[config.mk]
export PLATFORM = sky130hd
export DESIGN_NAME = dmi_exec
export DESIGN_NICKNAME = d
export VERILOG_FILES = /design/src/logic/dmi_pkg.sv /design/src/logic/dmi_pointer.sv /design/src/logic/dmi_exec.sv
export SDC_FILE = /design/constraint.sdc
export NUM_CORES = 1
export LEC_CHECK = 0
export ABC_CLOCK_PERIOD_IN_PS = 5450
export CAP_MARGIN = 20
export CELL_PAD_IN_SITES_DETAIL_PLACEMENT = 1
export CELL_PAD_IN_SITES_GLOBAL_PLACEMENT = 1
export CORE_UTILIZATION = 47
export DETAILED_ROUTE_END_ITERATION = 10
export DONT_BUFFER_PORTS = 1
export GPL_TIMING_DRIVEN = 0
export HOLD_SLACK_MARGIN = 0.06
export PLACE_DENSITY = 0.87
export REMOVE_ABC_BUFFERS = 1
export SLEW_MARGIN = 10
export SYNTH_ARGS = -nofsm -noshare
export SYNTH_HDL_FRONTEND = slang
export SYNTH_SLANG_ARGS = --single-unit
[constraint.sdc]
create_clock -name ref_clk_in -period 5.45 [get_ports ref_clk_in]
set_input_delay 0.2725 -clock ref_clk_in [delete_from_list [all_inputs] [get_ports ref_clk_in]]
set_output_delay 0.2725 -clock ref_clk_in [all_outputs]
set_load 0.05 [all_outputs]
[src/logic/dmi_pkg.sv]
// Package for the data-move instruction executor: opcodes, field layouts,
// widths, reset values and the cycle budget of one instruction.
// Assumes a single core clock and a synchronous, active-low core reset.

package dmi_pkg;

  // ----------------------------------------------------------------------
  // Widths
  // ----------------------------------------------------------------------
  localparam int DMI_PTR_W = 16;
  localparam int DMI_ACC_W = 8;
  localparam int DMI_BANK_W = 5;
  localparam int DMI_PCL_W = 7;
  localparam int DMI_FILE_W = 7;
  localparam int DMI_OFS_W = 6;
  localparam int DMI_NUM_PTR = 2;

  // ----------------------------------------------------------------------
  // Reset values and fixed addresses
  // ----------------------------------------------------------------------
  localparam logic [15:0] DMI_PTR_RST = 16'h0000;
  localparam logic [7:0] DMI_ACC_RST = 8'h00;
  localparam logic [4:0] DMI_BANK_RST = 5'h00;
  localparam logic [6:0] DMI_PCL_RST = 7'h00;
  localparam logic DMI_ZERO_RST = 1'b0;
  // Direct addresses that stand for the indirect data ports 0 and 1
  localparam logic [6:0] DMI_IND_PORT0_ADDR = 7'h00;
  localparam logic [6:0] DMI_IND_PORT1_ADDR = 7'h01;
  localparam logic [15:0] DMI_PTR_STEP = 16'h0001;

  // ----------------------------------------------------------------------
  // Timing: clocks from instruction accept to done pulse
  // ----------------------------------------------------------------------
  localparam int DMI_INSTR_CLOCKS = 3;

  // ----------------------------------------------------------------------
  // Encodings
  // ----------------------------------------------------------------------
  typedef enum logic [2:0] {
    DMI_OP_NOP = 3'h0,
    DMI_OP_INDIRECT_LOAD_TO_ACC = 3'h1,
    DMI_OP_LOAD_BANK_LITERAL = 3'h2,
    DMI_OP_LOAD_PC_LATCH_LITERAL = 3'h3,
    DMI_OP_LOAD_ACC_LITERAL = 3'h4,
    DMI_OP_STORE_ACC_TO_FILE = 3'h5
  } dmi_op_type;

  // Pointer update mode: bit 1 selects post, bit 0 selects decrement
  typedef enum logic [1:0] {
    DMI_MODE_PRE_INC = 2'h0,
    DMI_MODE_PRE_DEC = 2'h1,
    DMI_MODE_POST_INC = 2'h2,
    DMI_MODE_POST_DEC = 2'h3
  } dmi_pointer_update_mode_type;

  typedef enum logic [1:0] {
    DMI_ST_IDLE = 2'b00,
    DMI_ST_DECODE = 2'b01,
    DMI_ST_ACCESS = 2'b11,
    DMI_ST_WRITE = 2'b10
  } dmi_state_type;

  // One decoded instruction word
  typedef struct packed {
    dmi_op_type op;
    logic ptr_sel;
    dmi_pointer_update_mode_type mode;
    logic relative;
    logic [5:0] offset;
    logic [7:0] literal;
    logic [6:0] file_addr;
  } dmi_instr_type;

  // Data memory request
  typedef struct packed {
    logic [15:0] addr;
    logic rd;
    logic wr;
    logic [7:0] wdata;
  } dmi_mem_req_type;

endpackage : dmi_pkg

[src/logic/dmi_pointer.sv]
// One 16-bit indirect pointer with software load and instruction update.
// Assumes the executor never asks for an update and a load it cares about
// in the same clock; a non-relative update wins there.

`timescale 1ns/10ps
`default_nettype none

module dmi_pointer
  import dmi_pkg::*;
(
  input wire logic ref_clk_in,
  input wire logic reset_n_in,
  input wire logic load_en_in,
  input wire logic [15:0] load_val_in,
  input wire logic update_en_in,
  input wire logic relative_in,
  input wire logic decrement_in,
  output logic [15:0] ptr_out
);

  typedef struct packed {
    logic [15:0] ptr;
  } dmi_ptr_state_type;

  dmi_ptr_state_type st_r;
  dmi_ptr_state_type st_nxt;

  // ----------------------------------------------------------------------
  // Next pointer value
  // ----------------------------------------------------------------------
  // Plain 16-bit add and subtract wrap at both ends for free
  always_comb
  begin
    st_nxt = st_r;
    if (update_en_in && !relative_in)
    begin
      if (decrement_in)
        st_nxt.ptr = st_r.ptr - DMI_PTR_STEP;
      else
        st_nxt.ptr = st_r.ptr + DMI_PTR_STEP;
    end
    // A relative-form update leaves the pointer alone, so a load still lands
    else if (load_en_in)
      st_nxt.ptr = load_val_in;
  end

  // State register
  always_ff @(posedge ref_clk_in)
  begin
    if (!reset_n_in)
      st_r <= '{ptr: DMI_PTR_RST};
    else
      st_r <= st_nxt;
  end

  assign ptr_out = st_r.ptr;

endmodule : dmi_pointer

`default_nettype wire

[src/logic/dmi_exec.sv]
// Executor for the data-move instructions of a small 8-bit core: indirect
// load, three literal loads and the store to a file register.
// Assumes a data memory on the same clock that returns read data in the
// same clock as the read strobe, and an instruction source that holds no more
// than one instruction in flight (it waits for ready).
//
// Functional notes
// - Indirect load address from pointer by mode: pre-inc, pre-dec, post-inc, post-dec.
// - Relative form: address is pointer plus signed offset -32 to 31.
// - Afterwards pointer is plus one, minus one, or unchanged for relative.
// - Indirect data port has no storage; accesses go to pointer's address.
// - Pointer is 16 bits and wraps at both ends.
// - Bank literal load writes 5-bit operand into bank select register.
// - PC latch literal load writes 7-bit operand into upper PC latch.
// - Accumulator literal load writes 8-bit operand into working register.
// - Store copies working register to directly addressed file, register unchanged.

`timescale 1ns/10ps
`default_nettype none

module dmi_exec
  import dmi_pkg::*;
(
  input wire logic ref_clk_in,
  input wire logic reset_n_in,
  input wire dmi_instr_type instr_in,
  input wire logic instr_valid_in,
  output logic instr_ready_out,
  output logic done_out,
  input wire logic ptr_load_en_in,
  input wire logic ptr_load_sel_in,
  input wire logic [15:0] ptr_load_val_in,
  output dmi_mem_req_type mem_req_out,
  input wire logic [7:0] mem_rdata_in,
  output logic [7:0] acc_out,
  output logic [4:0] bank_select_reg_out,
  output logic [6:0] pc_high_latch_out,
  output logic zero_flag_out,
  output logic [15:0] ptr0_out,
  output logic [15:0] ptr1_out
);

  typedef struct packed {
    dmi_state_type state;
    dmi_instr_type instr;
    dmi_mem_req_type mem;
    logic [7:0] acc;
    logic [4:0] bank;
    logic [6:0] pcl;
    logic zero;
    logic ptr_upd;
  } dmi_exec_state_type;

  dmi_exec_state_type st_r;
  dmi_exec_state_type st_nxt;
  logic [15:0] ptr_val [DMI_NUM_PTR];
  logic [15:0] sel_ptr;
  logic [15:0] offset_ext;
  logic [15:0] ind_addr;
  logic [15:0] store_addr;
  logic is_ind;

  // ----------------------------------------------------------------------
  // Indirect pointers
  // ----------------------------------------------------------------------
  // Update only in the write clock, after the read used the old value
  for (genvar i = 0; i < DMI_NUM_PTR; i++)
  begin : g_ptr
    dmi_pointer u_ptr (
      .ref_clk_in(ref_clk_in),
      .reset_n_in(reset_n_in),
      .load_en_in(ptr_load_en_in && (ptr_load_sel_in == 1'(i))),
      .load_val_in(ptr_load_val_in),
      .update_en_in(st_r.ptr_upd && (st_r.instr.ptr_sel == 1'(i))),
      .relative_in(st_r.instr.relative),
      .decrement_in(st_r.instr.mode[0]),
      .ptr_out(ptr_val[i])
    );
  end

  // ----------------------------------------------------------------------
  // Address forming
  // ----------------------------------------------------------------------
  assign is_ind = (st_r.instr.op == DMI_OP_INDIRECT_LOAD_TO_ACC);
  assign sel_ptr = ptr_val[st_r.instr.ptr_sel];
  assign offset_ext = {{10{st_r.instr.offset[5]}}, st_r.instr.offset};

  // Pre modes step before the access, post modes use the pointer as is
  always_comb
  begin
    if (st_r.instr.relative)
      ind_addr = sel_ptr + offset_ext;
    else
    begin
      case (st_r.instr.mode)
        DMI_MODE_PRE_INC: ind_addr = sel_ptr + DMI_PTR_STEP;
        DMI_MODE_PRE_DEC: ind_addr = sel_ptr - DMI_PTR_STEP;
        default: ind_addr = sel_ptr;
      endcase
    end
  end

  // Direct address is banked; the two port addresses redirect via pointer
  always_comb
  begin
    if (st_r.instr.file_addr == DMI_IND_PORT0_ADDR)
      store_addr = ptr_val[0];
    else if (st_r.instr.file_addr == DMI_IND_PORT1_ADDR)
      store_addr = ptr_val[1];
    else
      store_addr = {4'h0, st_r.bank, st_r.instr.file_addr};
  end

  // ----------------------------------------------------------------------
  // Sequencer: idle, decode, access, write; fixed length for every op
  // ----------------------------------------------------------------------
  always_comb
  begin
    st_nxt = st_r;
    st_nxt.mem.rd = 1'b0;
    st_nxt.mem.wr = 1'b0;
    st_nxt.ptr_upd = 1'b0;
    case (st_r.state)
      DMI_ST_IDLE:
      begin
        if (instr_valid_in)
        begin
          st_nxt.instr = instr_in;
          st_nxt.state = DMI_ST_DECODE;
        end
      end
      DMI_ST_DECODE:
      begin
        st_nxt.state = DMI_ST_ACCESS;
        case (st_r.instr.op)
          DMI_OP_INDIRECT_LOAD_TO_ACC:
          begin
            st_nxt.mem.addr = ind_addr;
            st_nxt.mem.rd = 1'b1;
          end
          DMI_OP_LOAD_BANK_LITERAL: st_nxt.bank = st_r.instr.literal[4:0];
          DMI_OP_LOAD_PC_LATCH_LITERAL: st_nxt.pcl = st_r.instr.literal[6:0];
          DMI_OP_LOAD_ACC_LITERAL: st_nxt.acc = st_r.instr.literal;
          DMI_OP_STORE_ACC_TO_FILE:
          begin
            st_nxt.mem.addr = store_addr;
            st_nxt.mem.wdata = st_r.acc;
            st_nxt.mem.wr = 1'b1;
          end
          default: st_nxt.state = DMI_ST_ACCESS;
        endcase
      end
      DMI_ST_ACCESS:
      begin
        // Read data is valid here, in the same clock as the strobe
        st_nxt.state = DMI_ST_WRITE;
        if (is_ind)
        begin
          st_nxt.acc = mem_rdata_in;
          st_nxt.zero = (mem_rdata_in == 8'h00);
          st_nxt.ptr_upd = 1'b1;
        end
      end
      DMI_ST_WRITE: st_nxt.state = DMI_ST_IDLE;
      default: st_nxt.state = DMI_ST_IDLE;
    endcase
  end

  // State register
  always_ff @(posedge ref_clk_in)
  begin
    if (!reset_n_in)
    begin
      st_r.state <= DMI_ST_IDLE;
      st_r.instr <= '0;
      st_r.mem <= '0;
      st_r.acc <= DMI_ACC_RST;
      st_r.bank <= DMI_BANK_RST;
      st_r.pcl <= DMI_PCL_RST;
      st_r.zero <= DMI_ZERO_RST;
      st_r.ptr_upd <= 1'b0;
    end
    else
      st_r <= st_nxt;
  end

  // ----------------------------------------------------------------------
  // Outputs
  // ----------------------------------------------------------------------
  assign instr_ready_out = (st_r.state == DMI_ST_IDLE);
  assign done_out = (st_r.state == DMI_ST_WRITE);
  assign mem_req_out = st_r.mem;
  assign acc_out = st_r.acc;
  assign bank_select_reg_out = st_r.bank;
  assign pc_high_latch_out = st_r.pcl;
  assign zero_flag_out = st_r.zero;
  assign ptr0_out = ptr_val[0];
  assign ptr1_out = ptr_val[1];

  logic dec_ind;
  assign dec_ind = (st_r.state == DMI_ST_DECODE) && is_ind;
endmodule : dmi_exec

`default_nettype wire

==> impl_metrics.yaml <==
power:
  peakVddDrop_mv: 0.159
  power_switching_mw: 0.684
  p_clk_frac: 0.334
  power.share.sequential: 0.474
  power_density_over_the_cells_nw_per_um2: 232
  design_power_total_mw: 1.99
  power.static_leakage_nw: 3.43
  power.share.switching: 0.344
  cellInternalPower_mw: 1.30
  pwr-share-comb: 0.192
cts:
  cts_inserted_buffers: 9
  ctsLongestPathBuffers: 2
  cts_sinks: 110
  root_driver: "clkbuf_16"
  tritoncts: "yes"
  clock_tree.htree_level_count: 3
  clk_transition_reported_paths_ns: 0.09
  worst_skew_pair.late_latency_ns: 0.37
drt:
  drt_drc_violations_left: 0
  routed_length_per_placed_instance_um: 21.8
  detailroute.via_count: 7866
  wl_um: 26900
  avgViaCountPerCell: 6.37
  drt_iter0_drc: 466
  detail-route-antenna-nets: 0
  drtPass1Iterations: 5
sta:
  maxSlewViolCount: 0
  max_slew.worst_pin.slew_ns: 1.11
  fin_worst_skew_ns: 0.0122
  timing.setup.tns_ns: 0
  fmax_ghz: 0.220
  setup_viol: 0
  finalWorstPathRequiredPeriod_ns: 4.54
  final_hold_viol_count: 0
  max_slew_margin: 0.256
  grt_setup_unrepaired: "false"
  fin_crit_sh: 0.833
critical_path:
  timing_worst_setup_path_type: "register to register"
  cp.required_ns: 5.74
  critPathArrivalTime_ns: 4.83
  timing.critical_path.from_type: "register"
  maximum_fanout_count_along_the_critical_path: 5
  endpoint_kind: "register"
final_layout:
  final_core_utilization: 0.511
  ratio_of_cells_with_drive_above_1_in_the_final_layout: 0.0562
  stdcell_count: 1234
  synthToLayoutAreaGrowth_pct: 5.00
  antenna-diode-count: 0
  final_cell_mix: "nand2_1 (164), dfxtp_1 (109), a21oi_1 (105), nor2_1 (94), ha_1 (51)"
  design.final.nets: 1122
  layout_commonest_cell: "nand2_1"
synthesis:
  asyncSetResetFlopFracSynth: 0
  synth_seq_cells: 110
  mappedNetlistArea_um2: 8160
  yosysWarnings: 0
  synth_top_area_frac: 0.270
  netlist_top_cells_area: "dfxtp_1 (27%), ha_1 (7.8%), nand2_1 (7.5%)"
  synth_seq_area_share: 0.270
  avgSynthCellArea_um2: 7.65
  synthCells: 1066
  synth_ff_type: "dfxtp_1"
  synth.largest_area_cell: "dfxtp_1"
  synth_enable_flop_cells: 0
  ys_types: 69
grt:
  overflow: 0
  grt_start_max_net_pins: 63
  number_of_antenna_violations_at_the_first_check_in_global_routing: 0
  number_of_global_route_vias_before_repair: 7856
  grt_first_pass_wirelength_um: 42200
  grtUsageTotal: 0.299
outcome:
  run_status: "finished, final reports clean"
floorplanning:
  design.core.area_um2: 16800
  ios: 138
  fp.dieW_um: 134
  dieArea_um2: 17900
  dieHeight_um: 134
  num_rows: 47
  effective_utilization_at_floorplan: 0.487
place:
  post-place-cells: 1187
  port-buffer-count: 0
  sum_of_net_half_perimeters_after_detailed_placement_um: 19200
  finalWeightedCongestion: 0.874
min_path:
  worstHoldPathType: "input pin to register"
job:
  drv_cap: 0
## critical path, stage by stage, from the launching register on
cell and delay, ns:
dfxtp_1 0.72, inv_1 0.22, o21ai_0 0.85, ha_1 0.39, a21o_1 0.20, a221oi_1 0.35, nor2b_1 0.26, o21ai_0 0.15
a21o_1 0.21, a21oi_1 0.17, mux2i_1 0.10, or4b_2 0.67, a21oi_1 0.17
## logic make-up (layout without fill, tap and decap cells)
group / Yosys count / in the layout / share of synthesized area
muxes: 54 / 54 / 0.0690
and+or+nand+nor: 399 / 399 / 0.221
AOI/OAI and AO/OA: 278 / 278 / 0.224
DFF: 110 / 110 / 0.270
buffers and inverters: 127 / 75 / 0.0824
adders and majority gates: 55 / 55 / 0.0880
xor gates and xnor gates: 43 / 43 / 0.0462
## area by class of cell
class	instances	area, um^2
clock buffers	9	225
clock inverters	6	57.6
fillers	2066	8190
inverters	24	106
multi-input cells	829	5300
flip-flops and latches	110	2200
well taps	220	275
repair buffers	36	402
## registers in the layout, summed over array words and instances (netlist names)
signal and cells:
acc_out 8, mem_req_out 26, offset_ext 6, zero_flag_out 1, pc_high_latch_out 7, g_ptr.u_ptr.ptr_out 32, bank_select_reg_out 5, st_r 25
## worst paths after layout
path | from | to | slack (ns) | cells after the start
worst max-delay path | g_ptr[0].u_ptr.ptr_out[1] | mem_req_out[19] | 0.91 | 12
worst min-delay path | ptr_load_val_in[2] | g_ptr[0].u_ptr.ptr_out[2] | 0.06 | 2
worst max register to register | g_ptr[0].u_ptr.ptr_out[1] | mem_req_out[19] | 0.91 | 12
worst min register to register | offset_ext[0] | offset_ext[0] | 0.46 | 2
## power groups by stage
stage | logic, mW | clock network, mW | registers (mW)
2_1_floorplan | 0.259 | 0 | 0.942
3_3_place_gp | 0.323 | 0 | 0.968
3_5_place_dp | 0.346 | 0 | 0.962
4_1_cts | 0.368 | 0.661 | 0.944
5_1_grt | 0.417 | 0.693 | 0.946
6_report | 0.382 | 0.664 | 0.942
## cell usage after synthesis (4+ instances only)
cell type and instances:
dfxtp_1 110, nor4_1 5, nor2b_1 11, o21bai_1 4, buf_1 4, clkbuf_1 51, inv_1 21, or3_1 6
nand2_1 164, mux2_2 14, nand3_1 44, nor2_1 94, fa_1 4, a31oi_1 7, a211oi_1 22, mux2i_1 39
and3_1 13, buf_4 46, xnor2_1 29, o211ai_1 9, xor2_1 14, o21ai_0 39, a21oi_1 105, o21a_1 9
a311oi_1 27, nand4_1 5, nor3b_1 5, nor3_1 26, o311ai_0 4, ha_1 51, nand2b_1 8, a21o_1 16
and2_1 4
## layer usage
layer	GRT usage	vias up	share of wire
met3	0.0563	64	0.051
met5	0	-	0
met2	0.514	231	0.49
met1	0.363	3906	0.43
li1	-	3665	-
met4	0.124	0	0.035
## per-stage QoR
stage / setup WS (ns) / hold WS (ns) / area (um^2)
3_5_place_dp: 0.725 / 0.412 / 7950
3_3_place_gp: 0.629 / 0.406 / 7870
5_1_grt: 0.585 / 0.0682 / 8570
2_1_floorplan: 1.51 / 0.400 / 7590
6_report: 0.912 / 0.0552 / 8570
4_1_cts: 0.649 / 0.0603 / 8510
## timing repair
action                    4_1_cts  5_1_grt
gates resized for setup         0        0
buffers inserted                0        0
hold buffers                   28        1
hold endpoints to repair       32        1
Note: power is estimated with default switching activity, not from simulation.
